### config.mk
export PLATFORM = sky130hd
export DESIGN_NAME = pmpa_port_m_pin_arbitration
export DESIGN_NICKNAME = d
export VERILOG_FILES = /design/src/rtl/pmpa_pkg.sv /design/src/rtl/pmpa_port_m_pin_arbitration.sv
export SDC_FILE = /design/constraint.sdc
export NUM_CORES = 1
export LEC_CHECK = 0
export BUFFER_PORTS_ARGS = -buffer_cell sky130_fd_sc_hd__buf_4
export CORE_MARGIN = 5
export CORE_UTILIZATION = 45
export CTS_CLUSTER_SIZE = 16
export DETAILED_ROUTE_END_ITERATION = 10
export PLACE_DENSITY = 0.93
export SLEW_MARGIN = 20
export SYNTH_ARGS = -nofsm -noshare
export SYNTH_HDL_FRONTEND = slang
export SYNTH_SLANG_ARGS = --single-unit
### constraint.sdc
create_clock -name hclk -period 3.2 [get_ports hclk]
set_input_delay 0 -clock hclk [delete_from_list [all_inputs] [get_ports hclk]]
set_output_delay 0 -clock hclk [all_outputs]
set_load 0.02 [all_outputs]
### src/rtl/pmpa_pkg.sv
package pmpa_pkg;

  localparam int unsigned PIN_COUNT = 5;

  localparam logic [7:0] OFFS_DATA      = 8'h00;
  localparam logic [7:0] OFFS_DIRECTION = 8'h04;
  localparam logic [7:0] OFFS_PIN_LEVEL = 8'h08;

  localparam logic [PIN_COUNT-1:0] DATA_RESET      = 5'h00;
  localparam logic [PIN_COUNT-1:0] DIRECTION_RESET = 5'h00;
  localparam logic [PIN_COUNT-1:0] PIN_SYNC_RESET  = 5'h1f;

  localparam int unsigned BIT_RX_ZERO   = 0;
  localparam int unsigned BIT_TX_ZERO   = 1;
  localparam int unsigned BIT_MISO      = 2;
  localparam int unsigned BIT_SELECT    = 3;
  localparam int unsigned BIT_MOSI      = 4;

  localparam logic [1:0] HTRANS_NONSEQ_BIT = 2'h2;
  localparam logic       HRESP_OKAY        = 1'b0;
  localparam logic       LINE_IDLE         = 1'b1;

  typedef enum logic [2:0] {
    OWN_GPIO,
    OWN_BUS_CONTROLLER_ZERO,
    OWN_BUS_CONTROLLER_ONE,
    OWN_BUS_CONTROLLER_TWO,
    OWN_CAN0R,
    OWN_CAN4R,
    OWN_SERIAL_PERIPHERAL_UNIT_ZERO
  } pmpa_owner_t;

  typedef struct packed {
    logic bus_controller_zero;
    logic bus_controller_one;
    logic bus_controller_two;
    logic bus_controller_zero_routed;
    logic bus_controller_four_routed;
    logic serial_peripheral_unit_zero_routed;
  } pmpa_enable_t;

  typedef struct packed {
    logic zero_tx;
    logic one_tx;
    logic zero_routed_tx;
    logic mosi_out;
    logic mosi_oe;
    logic select_out;
    logic select_oe;
    logic miso_out;
    logic miso_oe;
  } pmpa_func_out_t;

  typedef struct packed {
    logic zero_rx;
    logic one_rx;
    logic two_rx;
    logic zero_routed_rx;
    logic four_routed_rx;
    logic mosi_in;
    logic select_in;
    logic miso_in;
  } pmpa_func_in_t;

endpackage

### src/rtl/pmpa_port_m_pin_arbitration.sv
module pmpa_port_m_pin_arbitration (
  input  wire logic                           hclk,
  input  wire logic                           hresetn,
  input  wire logic                           hsel,
  input  wire logic [31:0]                    haddr,
  input  wire logic [1:0]                     htrans,
  input  wire logic                           hwrite,
  input  wire logic [2:0]                     hsize,
  input  wire logic [31:0]                    hwdata,
  input  wire logic                           hready,
  output logic      [31:0]                    hrdata,
  output logic                                hreadyout,
  output logic                                hresp,
  input  wire pmpa_pkg::pmpa_enable_t         func_enable,
  input  wire pmpa_pkg::pmpa_func_out_t       func_out,
  output pmpa_pkg::pmpa_func_in_t             func_in,
  input  wire logic [pmpa_pkg::PIN_COUNT-1:0] pin_in,
  output logic      [pmpa_pkg::PIN_COUNT-1:0] pin_out,
  output logic      [pmpa_pkg::PIN_COUNT-1:0] pin_oe
);

  localparam int unsigned N = pmpa_pkg::PIN_COUNT;

  logic [N-1:0]          data_reg;
  logic [N-1:0]          data_next;
  logic [N-1:0]          dir_reg;
  logic [N-1:0]          dir_next;
  logic [N-1:0]          pin_meta_reg;
  logic [N-1:0]          pin_sync_reg;
  logic [N-1:0]          pin_out_reg;
  logic [N-1:0]          pin_oe_reg;
  logic [N-1:0]          drv_out;
  logic [N-1:0]          drv_oe;
  logic                  wr_pend_reg;
  logic [7:0]            wr_addr_reg;
  logic [31:0]           rdata_reg;
  logic [31:0]           rdata_next;
  pmpa_pkg::pmpa_func_in_t func_in_reg;
  pmpa_pkg::pmpa_func_in_t func_in_next;
  pmpa_pkg::pmpa_owner_t owner [N];

  // Bus decode
  wire        addr_phase   = hsel & hready & htrans[1];
  wire        wr_take      = addr_phase & hwrite;
  wire        rd_take      = addr_phase & ~hwrite;
  wire        wr_data_hit  = wr_pend_reg & (wr_addr_reg == pmpa_pkg::OFFS_DATA);
  wire        wr_dir_hit   = wr_pend_reg & (wr_addr_reg == pmpa_pkg::OFFS_DIRECTION);
  wire [7:0]  rd_addr      = haddr[7:0];
  wire        size_unused  = |hsize;

  // Write lands at the end of its data phase whatever the pin owner
  assign data_next = wr_data_hit ? hwdata[N-1:0] : data_reg;
  assign dir_next  = wr_dir_hit ? hwdata[N-1:0] : dir_reg;

  // A read right after a write sees the new value, hence the next-value mux
  wire [N-1:0] data_view = (dir_next & data_next) | (~dir_next & pin_sync_reg);

  always_comb begin
    rdata_next = 32'h0000_0000;
    if (rd_take) begin
      unique case (rd_addr)
        pmpa_pkg::OFFS_DATA:      rdata_next[N-1:0] = data_view;
        pmpa_pkg::OFFS_DIRECTION: rdata_next[N-1:0] = dir_next;
        pmpa_pkg::OFFS_PIN_LEVEL: rdata_next[N-1:0] = pin_sync_reg;
        default:                  rdata_next = 32'h0000_0000;
      endcase
    end
  end

  // Owner chains, highest priority first
  assign owner[4] = func_enable.bus_controller_two ? pmpa_pkg::OWN_BUS_CONTROLLER_TWO :
                    func_enable.bus_controller_zero_routed ? pmpa_pkg::OWN_CAN0R :
                    func_enable.bus_controller_four_routed ? pmpa_pkg::OWN_CAN4R :
                    func_enable.serial_peripheral_unit_zero_routed ? pmpa_pkg::OWN_SERIAL_PERIPHERAL_UNIT_ZERO :
                    pmpa_pkg::OWN_GPIO;

  assign owner[3] = func_enable.bus_controller_one ? pmpa_pkg::OWN_BUS_CONTROLLER_ONE :
                    func_enable.bus_controller_zero_routed ? pmpa_pkg::OWN_CAN0R :
                    func_enable.serial_peripheral_unit_zero_routed ? pmpa_pkg::OWN_SERIAL_PERIPHERAL_UNIT_ZERO :
                    pmpa_pkg::OWN_GPIO;

  assign owner[2] = func_enable.bus_controller_one ? pmpa_pkg::OWN_BUS_CONTROLLER_ONE :
                    func_enable.bus_controller_zero_routed ? pmpa_pkg::OWN_CAN0R :
                    func_enable.serial_peripheral_unit_zero_routed ? pmpa_pkg::OWN_SERIAL_PERIPHERAL_UNIT_ZERO :
                    pmpa_pkg::OWN_GPIO;

  assign owner[1] = func_enable.bus_controller_zero ? pmpa_pkg::OWN_BUS_CONTROLLER_ZERO :
                    pmpa_pkg::OWN_GPIO;
  assign owner[0] = func_enable.bus_controller_zero ? pmpa_pkg::OWN_BUS_CONTROLLER_ZERO :
                    pmpa_pkg::OWN_GPIO;

  // Pin drivers; receive owners leave the pin undriven
  wire own4_gpio = owner[4] == pmpa_pkg::OWN_GPIO;
  wire own4_spi  = owner[4] == pmpa_pkg::OWN_SERIAL_PERIPHERAL_UNIT_ZERO;
  wire own3_gpio = owner[3] == pmpa_pkg::OWN_GPIO;
  wire own3_bus_controller_one = owner[3] == pmpa_pkg::OWN_BUS_CONTROLLER_ONE;
  wire own3_bus_controller_zero = owner[3] == pmpa_pkg::OWN_CAN0R;
  wire own3_spi  = owner[3] == pmpa_pkg::OWN_SERIAL_PERIPHERAL_UNIT_ZERO;
  wire own2_gpio = owner[2] == pmpa_pkg::OWN_GPIO;
  wire own2_bus_controller_one = owner[2] == pmpa_pkg::OWN_BUS_CONTROLLER_ONE;
  wire own2_bus_controller_zero = owner[2] == pmpa_pkg::OWN_CAN0R;
  wire own2_spi  = owner[2] == pmpa_pkg::OWN_SERIAL_PERIPHERAL_UNIT_ZERO;
  wire own1_bus_controller_zero = owner[1] == pmpa_pkg::OWN_BUS_CONTROLLER_ZERO;
  wire own0_bus_controller_zero = owner[0] == pmpa_pkg::OWN_BUS_CONTROLLER_ZERO;

  assign drv_out[4] = own4_spi ? func_out.mosi_out : data_reg[4];
  assign drv_oe[4]  = own4_spi ? func_out.mosi_oe : (own4_gpio & dir_reg[4]);

  assign drv_out[3] = own3_bus_controller_one ? func_out.one_tx :
                      own3_bus_controller_zero ? func_out.zero_routed_tx :
                      own3_spi ? func_out.select_out : data_reg[3];
  assign drv_oe[3]  = own3_bus_controller_one | own3_bus_controller_zero | (own3_spi & func_out.select_oe) |
                      (own3_gpio & dir_reg[3]);

  assign drv_out[2] = own2_spi ? func_out.miso_out : data_reg[2];
  assign drv_oe[2]  = own2_spi ? func_out.miso_oe : (own2_gpio & dir_reg[2]);

  assign drv_out[1] = own1_bus_controller_zero ? func_out.zero_tx : data_reg[1];
  assign drv_oe[1]  = own1_bus_controller_zero | dir_reg[1];
  assign drv_out[0] = data_reg[0];
  assign drv_oe[0]  = ~own0_bus_controller_zero & dir_reg[0];

  // Receive lines sit idle high when their function does not own the pin
  always_comb begin
    func_in_next                = '1;
    if (owner[4] == pmpa_pkg::OWN_BUS_CONTROLLER_TWO) begin
      func_in_next.two_rx = pin_sync_reg[4];
    end
    if (owner[4] == pmpa_pkg::OWN_CAN0R) begin
      func_in_next.zero_routed_rx = pin_sync_reg[4];
    end else if (own2_bus_controller_zero) begin
      func_in_next.zero_routed_rx = pin_sync_reg[2];
    end
    if (owner[4] == pmpa_pkg::OWN_CAN4R) begin
      func_in_next.four_routed_rx = pin_sync_reg[4];
    end
    if (own4_spi) begin
      func_in_next.mosi_in = pin_sync_reg[4];
    end
    if (own3_spi) begin
      func_in_next.select_in = pin_sync_reg[3];
    end
    if (own2_bus_controller_one) begin
      func_in_next.one_rx = pin_sync_reg[2];
    end
    if (own2_spi) begin
      func_in_next.miso_in = pin_sync_reg[2];
    end
    if (own0_bus_controller_zero) begin
      func_in_next.zero_rx = pin_sync_reg[0];
    end
  end

  // Two-flop synchroniser; only the second stage is read
  always_ff @(posedge hclk or negedge hresetn) begin
    if (!hresetn) begin
      pin_meta_reg <= pmpa_pkg::PIN_SYNC_RESET;
      pin_sync_reg <= pmpa_pkg::PIN_SYNC_RESET;
    end else begin
      pin_meta_reg <= pin_in;
      pin_sync_reg <= pin_meta_reg;
    end
  end

  always_ff @(posedge hclk or negedge hresetn) begin
    if (!hresetn) begin
      data_reg <= pmpa_pkg::DATA_RESET;
      dir_reg  <= pmpa_pkg::DIRECTION_RESET;
    end else begin
      data_reg <= data_next;
      dir_reg  <= dir_next;
    end
  end

  always_ff @(posedge hclk or negedge hresetn) begin
    if (!hresetn) begin
      wr_pend_reg <= 1'b0;
      wr_addr_reg <= 8'h00;
      rdata_reg   <= 32'h0000_0000;
    end else begin
      wr_pend_reg <= wr_take;
      wr_addr_reg <= haddr[7:0];
      rdata_reg   <= rdata_next;
    end
  end

  // Registered pin drive costs a cycle but keeps the pads glitch free
  always_ff @(posedge hclk or negedge hresetn) begin
    if (!hresetn) begin
      pin_out_reg <= pmpa_pkg::DATA_RESET;
      pin_oe_reg  <= pmpa_pkg::DIRECTION_RESET;
      func_in_reg <= '1;
    end else begin
      pin_out_reg <= drv_out;
      pin_oe_reg  <= drv_oe;
      func_in_reg <= func_in_next;
    end
  end

  assign pin_out   = pin_out_reg;
  assign pin_oe    = pin_oe_reg;
  assign func_in   = func_in_reg;
  assign hrdata    = rdata_reg;
  assign hreadyout = 1'b1 | size_unused;
  assign hresp     = pmpa_pkg::HRESP_OKAY;

endmodule // pmpa_port_m_pin_arbitration

==> out/results.ini, run 1 <==
[placement]
portBuffers = 61
dp_hpwl_um = 3639
place_congestion = 0.8323

[cts]
clock_sinks = 52
postCtsResizedCells = 0
cts_tree = done
cts.reportedPaths.clkPinSlew_ns = 0.08
root_buffer = clkbuf_8
cts_setup_buffers = 0
ctsHtreeMaxLevel = 2
cts_buffer_depth = 2
worstSkewPairLatency_ns = 0.30
cts_buffers = 5

[global_routing]
grt_pass1_wl_um = 8128
overflow = 0
grt_antenna_before_repair = 0
grt_pass1_vias = 1771
grt_max_degree = 53
grt_usage = 0.1632

[finish]
n_antenna_cell = 0
final_common_cell = buf_4
regArea_mm2 = 0.001324
num-fill-cells = 388
syn_to_final_growth_pct = 36.30
fin_util = 0.6408
multiInputGateArea_um2 = 759.5
layout_common_cells = buf_4 (61), dfrtp_1 (34), dlygate4sd3_1 (33)
final_nets = 382
layout-drive-gt1-share = 0.3333

[setup_path]
startpoint_type = primary input
end_kind = flip-flop
crit_type = in2reg
cp.arrival_ns = 2.40
required_ns = 3.38
cp_max_fo = 7

[yosys]
syn_avg_cell_area_um2 = 11.98
ys_warn_count = 0
synth_area_leaders = dfrtp_1 (38%), dfstp_2 (21%), buf_4 (9.6%)
async_reset_ff_frac = 1.000
synth_edf_count = 0
ys_seq_area_frac = 0.5845
syn-cell-area_mm2 = 0.002265
synth_top_cell_by_area = dfrtp_1
netlist_instances = 189
yosys_most_used_dff = dfrtp_1
ys_seq_elements = 52
synth_cell_types = 36
netlist.area_leader.share = 0.3757

[sta]
hold_ws_ns = 0.01302
setup-tns-final_ns = 0
drv_slew = 0
fin_skew_ns = 0.004094
hold_violations = 0
rsz0062_at_grt = false
max_slew.worst_pin.slew_ns = 1.073
max_freq_mhz = 450.8
slew_headroom = 0.2783
min_period_ns = 2.218
setup_viol = 0
finalCritPeriodShare = 0.6932

[drt]
wl_um = 5238
dr.first_iter.drc_count = 168
antenna_left = 0
via_count = 1715
dr.pass1.iters = 4
met3_length_um = 334
wire_per_inst_um = 14.88
dr.max_layer_used = met4
dr_wl_met2_um = 2835
vias_per_cell = 4.872
drc = 0
wl_met1_um = 1976

[die]
rows = 25
die_w_um = 80.94
core_mm2 = 0.004817
initial_core_util = 0.4701
ioPinCount = 146
die_area_mm2 = 0.006551
chipHeight_um = 80.94

[flow_run]
drv_cap = 0

[worst_hold_path]
hold_path.class = in2reg

[pwr]
leakage_nw = 1.448
ir_drop_uv = 251.1
powerDensity_mw_per_mm2 = 409.7

[outcome]
status = completed

==> per-layer routing <==
layer,vias up,track usage
met2,71,0.2947
met1,840,0.1828
met5,-,0
met3,6,0.03769
met4,0,0.07095
li1,798,-
==> synthesized netlist by cell type (all sizes together) (4+ instances only) <==
| cell | count |
|---|---|
| buf | 31 |
| a211oi | 5 |
| ha | 4 |
| nand2b | 4 |
| a21oi | 7 |
| inv | 11 |
| o32ai | 5 |
| nor2 | 4 |
| dfrtp | 34 |
| o31ai | 5 |
| o31a | 6 |
| nand4 | 5 |
| dfstp | 18 |
| a21o | 5 |
| and2 | 5 |
| nand2 | 12 |
==> path summary, 6_finish.rpt <==
check	from	end	slack, ns	cells after the start
worst max-delay path	func_enable[2]	pin_out[3]	0.98	11
worst min-delay path	hready	wr_pend_reg	0.01	3
worst max register to register	wr_addr_reg[4]	hrdata[3]	1.02	4
worst min register to register	pin_meta_reg[4]	pin_sync_reg[4]	0.36	0
max in group asynchronous	hresetn	pin_out[4]	2.51	2
min in group asynchronous	hresetn	data_reg[1]	0.28	2
==> what timing repair did <==
action | 4_1_cts | 5_1_grt
hold buffers | 33 | 0
endpoints found under the setup margin | 0 | 0
endpoints found under the hold margin | 68 | 0
==> report_power, final <==
part | internal [W] | total, W | switching, W
registers | 0.000689 | 0.000702 | 0.0000125
clock network | 0.000177 | 0.000370 | 0.000194
logic | 0.0000872 | 0.000192 | 0.000105
==> through the flow <==
| stage | instances | cell area, µm² | setup WS [ns] | power [W] |
|---|---|---|---|---|
| 2_1_floorplan | 216 | 2366 | 1.427 | 0.0008145 |
| 3_3_place_gp | 311 | 2666 | 1.165 | 0.0008646 |
| 3_5_place_dp | 311 | 2666 | 1.174 | 0.0008710 |
| 4_1_cts | 352 | 3087 | 0.9968 | 0.001272 |
| 5_1_grt | 352 | 3087 | 0.8178 | 0.001311 |
| 6_report | 352 | 3087 | 0.9818 | 0.001265 |
==> cells by family (layout without fill, tap and decap cells) <==
group / Yosys count / count (layout) / share of synthesized area
mux: 5 / 5 / 0.02376
compound gates: 37 / 37 / 0.1188
fa+ha+maj: 4 / 4 / 0.02210
other cells: 2 / 29 / 0.003316
buf+inv: 44 / 113 / 0.1249
flops: 52 / 52 / 0.5845
simple gates: 45 / 45 / 0.1226
==> layout make-up <==
class	instances	area share
clock buffer	8	0.02919
sequential	52	0.4289
timing repair buffer	94	0.2554
tap	67	0.02716
inverter	11	0.01338
multi-input combinational	120	0.2460
==> critical path, stage by stage <==
cell	delay, ns
dlygate4sd3_1	0.53
buf_4	0.13
inv_1	0.07
a21oi_1	0.25
inv_1	0.11
ha_1	0.31
mux2i_1	0.20
nor2_1	0.06
a21oi_1	0.11
o21ai_0	0.08
dlygate4sd3_1	0.55
(Power assumes the default switching activity.)
==> inputs of run 2 (changes only) <==
CORE_UTILIZATION = 38   (was 45)
PLACE_DENSITY = 0.85   (was 0.93)
clock period = 1.85 ns   (was 3.2 ns; I/O delays follow)
==> run 2 against run 1 <==
  * Clock-buffer cell count down 1
  * Clock power up 120%
  * First-iteration DRC count down 7.1%
  * Worst setup slack worse by 0.96 ns
  * Non-clock buffer count up 10
  * Die area up 16%
  * Power up 89%
  * Worst hold slack worse by 0.0090 ns
  * Clock skew up 0.0042 ns
  * Final area up 9.2%
  * Flip-flop and latch count unchanged
  * Sequential power up 74%
  * Critical endpoint is now hrdata[0]
  * Largest power group unchanged
==> out/results.ini, run 2 (synthesis gave the netlist of run 1 again) <==
[outcome]
status = completed

[sta]
max_freq_mhz = 545.9
max_slew.worst_pin.slew_ns = 0.6219  ; -0.4507 ns
finalCritPeriodShare = 0.9903
fin_skew_ns = 0.008265  ; +0.004171 ns
slew_headroom = 0.5854  ; +0.3071
setup_viol = 0  ; unchanged
rsz0062_at_grt = true
hold_violations = 0  ; unchanged
drv_slew = 0  ; unchanged
min_period_ns = 1.832
layout_setup_ws_ns = 0.01803  ; -0.9638 ns

[global_routing]
grt_pass1_vias = 1743  ; -1.6%
grt_usage = 0.1338  ; -0.02945
overflow = 0  ; unchanged
grt_antenna_before_repair = 0  ; unchanged
grt_max_degree = 53  ; unchanged
grt_pass1_wl_um = 7990  ; -1.7%

[setup_path]
reg2reg_depth = 5  ; +1
cp_num_buf_inv = 1  ; -4
required_ns = 2.04  ; -1.34 ns
path_delay_family = simple AND/OR/NAND/NOR gates
end_kind = flip-flop
cp_max_fo = 5  ; -2
slowest_delay_ns = 0.62  ; +0.07 ns
cp.arrival_ns = 2.02  ; -0.38 ns
cp_slowest_cell = or4b_4
startpoint_type = flip-flop
cp_cell_sequence = or4b_4 > buf_6 > o31ai_4 > and2_4 > o32ai_2
crit_cells = 5  ; -6
crit_type = reg2reg

[drt]
via_count = 1760  ; +2.6%
dr.first_iter.drc_count = 156  ; -7.1%
vias_per_cell = 4.731  ; -2.9%
wl_um = 5526  ; +5.5%
dr.pass1.iters = 4  ; unchanged
antenna_left = 0  ; unchanged
wire_per_inst_um = 14.85  ; -0.17%
drc = 0  ; unchanged

[pwr]
comb_power_share = 0.146  ; -0.006
ir_drop_uv = 447.2  ; +78%
powerDensity_mw_per_mm2 = 710.1  ; +73%
clkPwrFrac = 0.346  ; +0.053
p_sw_w = 0.0005653  ; +82%
switching_share = 0.2361  ; -0.01014
internal_power_w = 0.001829  ; +92%
leakage_nw = 1.560  ; +7.7%
pwr-share-seq = 0.509  ; -0.046

[finish]
fin_util = 0.5763  ; -0.06443
layout_common_cells = buf_4 (66), dfrtp_1 (34), dlygate4sd3_1 (33)
final_nets = 394  ; +3.1%
final_common_cell = buf_4
n_antenna_cell = 0  ; unchanged
final_area_mm2 = 0.003372  ; +9.2%
layout-drive-gt1-share = 0.4242  ; +0.09091
syn_to_final_growth_pct = 48.89

[cts]
cts_buffer_depth = 2  ; unchanged
root_buffer = clkbuf_8
clock_sinks = 52  ; unchanged
cts_tree = done
cts.reportedPaths.clkPinSlew_ns = 0.09  ; about the same
ctsHtreeMaxLevel = 2  ; unchanged
worstSkewPairLatency_ns = 0.30  ; about the same
cts_buffers = 5  ; unchanged

[flow_run]
drv_cap = 0  ; unchanged

[placement]
portBuffers = 61  ; unchanged
preCtsSetupSlack_ns = -0.06489  ; -1.239 ns
dp_hpwl_um = 3562  ; -2.1%
place_congestion = 0.8293  ; -0.36%
dpl-instance-area_mm2 = 0.002729  ; +2.3%

[worst_hold_path]
hold_path.class = in2reg
min_path_cells = 3  ; unchanged

[die]
chipHeight_um = 87.20  ; +7.7%
rows = 28  ; +12%
die_area_mm2 = 0.007604  ; +16%
die_w_um = 87.20  ; +7.7%
initial_core_util = 0.3871  ; -0.08305
core_mm2 = 0.005851  ; +21%
ioPinCount = 146  ; unchanged

## run 2: cell types whose count changed in the layout (fill, tap and decap cells not counted), moves of 2 or more
| cell | previous run | this run |
|---|---|---|
| a211oi_1 | 5 | 1 |
| a211oi_2 | 0 | 4 |
| and2_1 | 5 | 1 |
| and2_4 | 0 | 4 |
| buf_4 | 61 | 66 |
| buf_6 | 0 | 5 |
| clkbuf_1 | 2 | 0 |
| o31ai_1 | 5 | 0 |
| o31ai_4 | 0 | 4 |
| o32ai_1 | 5 | 1 |
| o32ai_2 | 0 | 4 |
## run 2: path summary, 6_finish.rpt
path                            startpoint  slack (ns)              end
max                         wr_addr_reg[4]        0.02        hrdata[0]
min                                 hready       0.004      wr_pend_reg
max reg2reg                 wr_addr_reg[4]        0.02        hrdata[0]
min reg2reg                pin_meta_reg[0]        0.35  pin_sync_reg[0]
max in group asynchronous          hresetn        1.18   wr_addr_reg[2]
min in group asynchronous          hresetn        0.25        pin_oe[1]
## run 2: final cells by class
type	instances	area, µm²
clock buffers	7	96.34
clock inverters	1	30.03
fillers	467	2479
inverters	11	41.29
multi-input cells	122	904.6
flip-flops and latches	52	1324
well taps	75	93.84
repair buffers	104	882.1
## run 2: what timing repair did
item | 4_1_cts | 5_1_grt
buffers inserted | 1 | 2
endpoints found under the hold margin | 68 | 0
hold buffers | 33 | 0
pin swaps | 1 | 14
gates cloned | 0 | 2
endpoints found under the setup margin | 3 | 8
gates resized for setup | 4 | 24
## run 2: through the flow
step | TNS [ns] | cells | total power, W | hold WS, ns
6_report | 0 | 372 | 0.002394 | 0.004002
3_3_place_gp | 0 | 326 | 0.001498 | 0.05364
5_1_grt | -0.1645 | 372 | 0.002490 | 0.02519
2_1_floorplan | 0 | 216 | 0.001409 | -0.2956
4_1_cts | -0.006820 | 368 | 0.002398 | 0.001769
3_5_place_dp | -0.06489 | 326 | 0.001507 | 0.06503
## run 2: worst min-delay path: stages
cell	delay (ns)
buf_4	0.11
nand3_1	0.11
nor2_1	0.05
## run 2: layer usage
| layer | global-route usage | vias to the layer above | wire [µm] |
|---|---|---|---|
| met5 | 0 | - | 0 |
| met4 | 0.05439 | 0 | 63 |
| met3 | 0.03027 | 5 | 487 |
| met2 | 0.2195 | 86 | 2868 |
| met1 | 0.1708 | 849 | 2106 |
| li1 | - | 820 | - |
## run 2: power by group through the flow
stage	combinational (W)	clock [W]	sequential [W]
after global routing	0.000381	0.000885	0.00122
after CTS	0.000331	0.000853	0.00121
after floorplan	0.000155	0	0.00125
after global placement	0.000266	0	0.00123
final	0.000349	0.000827	0.00122
after detailed placement	0.000273	0	0.00123
==> inputs of run 3 (changes only) <==
CELL_PAD_IN_SITES_DETAIL_PLACEMENT = 2   (was not set)
CELL_PAD_IN_SITES_GLOBAL_PLACEMENT = 2   (was not set)
CORE_UTILIZATION = 22   (was 38)
==> run 3 against run 2 <==
  * First-iteration DRC count shrank 63%
  * The flow now finishes with violations (setup timing)
  * Clock-buffer cell count is the same
  * Clock skew barely moved
  * Critical endpoint is now hrdata[3]
  * Maximum frequency shrank 6.4%
  * Wire length grew 37%
  * Via count rose by 5.5%
  * Sequential power barely moved
  * Flip-flop and latch count unchanged
==> out/results.ini, run 3 (synthesis gave the netlist of run 1 again) <==
[outcome]
status = finished, violations left
violations = setup timing

[pwr]
leakage_nw = 1.557  ; -0.19%
ir_drop_uv = 346.8  ; -22%
powerDensity_mw_per_mm2 = 710.6  ; about the same

[finish]
syn_to_final_growth_pct = 52.15
final_nets = 395  ; +0.25%
final_common_cell = buf_4
layout-drive-gt1-share = 0.4295  ; +0.005288
n_antenna_cell = 0  ; unchanged
layout_common_cells = buf_4 (71), dfrtp_1 (34), dlygate4sd3_1 (33)
num-fill-cells = 1120  ; +140%

[setup_path]
end_kind = flip-flop
cp.arrival_ns = 2.16  ; +0.14 ns
crit_type = reg2reg
required_ns = 2.05  ; about the same
r2r_slack_ns = -0.11  ; -0.13 ns
startpoint_type = flip-flop
cp_max_fo = 5  ; unchanged

[sta]
setup_viol = 4  ; +4
finalCritPeriodShare = 1.058  ; +0.06821
drv_slew = 0  ; unchanged
rsz0062_at_grt = true
hold_ws_ns = 0.03922  ; +0.03522 ns
layout_setup_ws_ns = -0.1082  ; -0.1262 ns
min_period_ns = 1.958  ; +0.1262 ns
max_freq_mhz = 510.7  ; -6.4%
max_slew.worst_pin.slew_ns = 0.6458  ; +0.02387 ns
fin_skew_ns = 0.008631  ; +0.0003662 ns
slew_headroom = 0.5695  ; -0.01592
setup-tns-final_ns = -0.3020  ; -0.3020 ns
hold_violations = 0  ; unchanged

[drt]
vias_per_cell = 4.279  ; -9.6%
dr.first_iter.drc_count = 58  ; -63%
wire_per_inst_um = 17.39  ; +17%
via_count = 1857  ; +5.5%
drc = 0  ; unchanged
antenna_left = 0  ; unchanged
wl_um = 7548  ; +37%
dr.pass1.iters = 4  ; unchanged

[die]
die_area_mm2 = 0.01242  ; +63%
ioPinCount = 146  ; unchanged
chipHeight_um = 111.5  ; +28%
initial_core_util = 0.2224  ; -0.1647
rows = 37  ; +32%
die_w_um = 111.5  ; +28%
core_mm2 = 0.01018  ; +74%

[cts]
root_buffer = clkbuf_8
clock_sinks = 52  ; unchanged
cts.reportedPaths.clkPinSlew_ns = 0.10  ; about the same
cts_buffers = 5  ; unchanged
ctsHtreeMaxLevel = 2  ; unchanged
worstSkewPairLatency_ns = 0.32  ; +0.02 ns
cts_buffer_depth = 2  ; unchanged
cts_tree = done

[placement]
place_congestion = 0.7605  ; -8.3%
portBuffers = 61  ; unchanged
dp_hpwl_um = 4781  ; +34%
preCtsSetupSlack_ns = -0.1415  ; -0.07662 ns

[global_routing]
overflow = 0  ; unchanged
grt_usage = 0.1197  ; -0.01411
grt_max_degree = 53  ; unchanged
grt_pass1_wl_um = 11620  ; +45%
grt_antenna_before_repair = 0  ; unchanged
grt_pass1_vias = 2132  ; +22%

[flow_run]
drv_cap = 0  ; unchanged

[worst_hold_path]
hold_path.class = in2reg

run 3: stage by stage:
| stage | cell area [µm²] | utilization | std cells | total power [W] |
|---|---|---|---|---|
| 4_1_cts | 3385 | 0.3323 | 433 | 0.002458 |
| 3_5_place_dp | 2813 | 0.2762 | 388 | 0.001520 |
| 6_report | 3446 | 0.3383 | 434 | 0.002448 |
| 2_1_floorplan | 2366 | - | 216 | 0.001409 |
| 5_1_grt | 3446 | 0.3383 | 434 | 0.002571 |
| 3_3_place_gp | 2813 | 0.2762 | 388 | 0.001506 |
run 3: critical path: stages, from the launching register on:
cell	delay, ns
dfrtp_1	0.45
or4b_4	0.63
o31a_1	0.37
a211oi_2	0.28
o32ai_2	0.13
run 3: path summary, 6_finish.rpt:
kind | cells past startpoint | to | start
min reg2reg | 0 | pin_sync_reg[3] | pin_meta_reg[3]
max in group asynchronous | 2 | dir_reg[4] | hresetn
min in group asynchronous | 2 | dir_reg[2] | hresetn
max | 4 | hrdata[3] | wr_addr_reg[4]
min | 3 | wr_pend_reg | hready
max reg2reg | 4 | hrdata[3] | wr_addr_reg[4]
run 3: repair_timing:
item / CTS / global route
cloned: 2 / 0
gates resized for setup: 16 / 9
setup buffers: 2 / 1
endpoints found under the setup margin: 7 / 8
endpoints found under the hold margin: 68 / 0
pin swaps: 10 / 5
hold buffers: 33 / 0
run 3: area by class of cell:
cell class,count,area [µm²],share of cell area
Multi-Input combinational cell,122,909.6,0.2640
Sequential cell,52,1324,0.3842
Timing Repair Buffer,105,874.6,0.2538
Clock buffer,7,96.34,0.02796
Tap cell,136,170.2,0.04938
Clock inverter,1,30.03,0.008715
Inverter,11,41.29,0.01198
run 3: metal layers:
| layer | wire, µm | vias up | GRT usage |
|---|---|---|---|
| met3 | 375 | 20 | 0.03424 |
| met5 | 0 | - | 0 |
| met2 | 4114 | 80 | 0.2195 |
| li1 | - | 820 | - |
| met4 | 229 | 0 | 0.04461 |
| met1 | 2829 | 937 | 0.1304 |
run 3: where the power goes:
group,switching (W),internal (W),leakage [nW],total [W]
Clock,0.000390,0.000478,0.0645,0.000867
Combinational,0.000200,0.000158,0.888,0.000358
Sequential,0.0000302,0.00119,0.605,0.00122
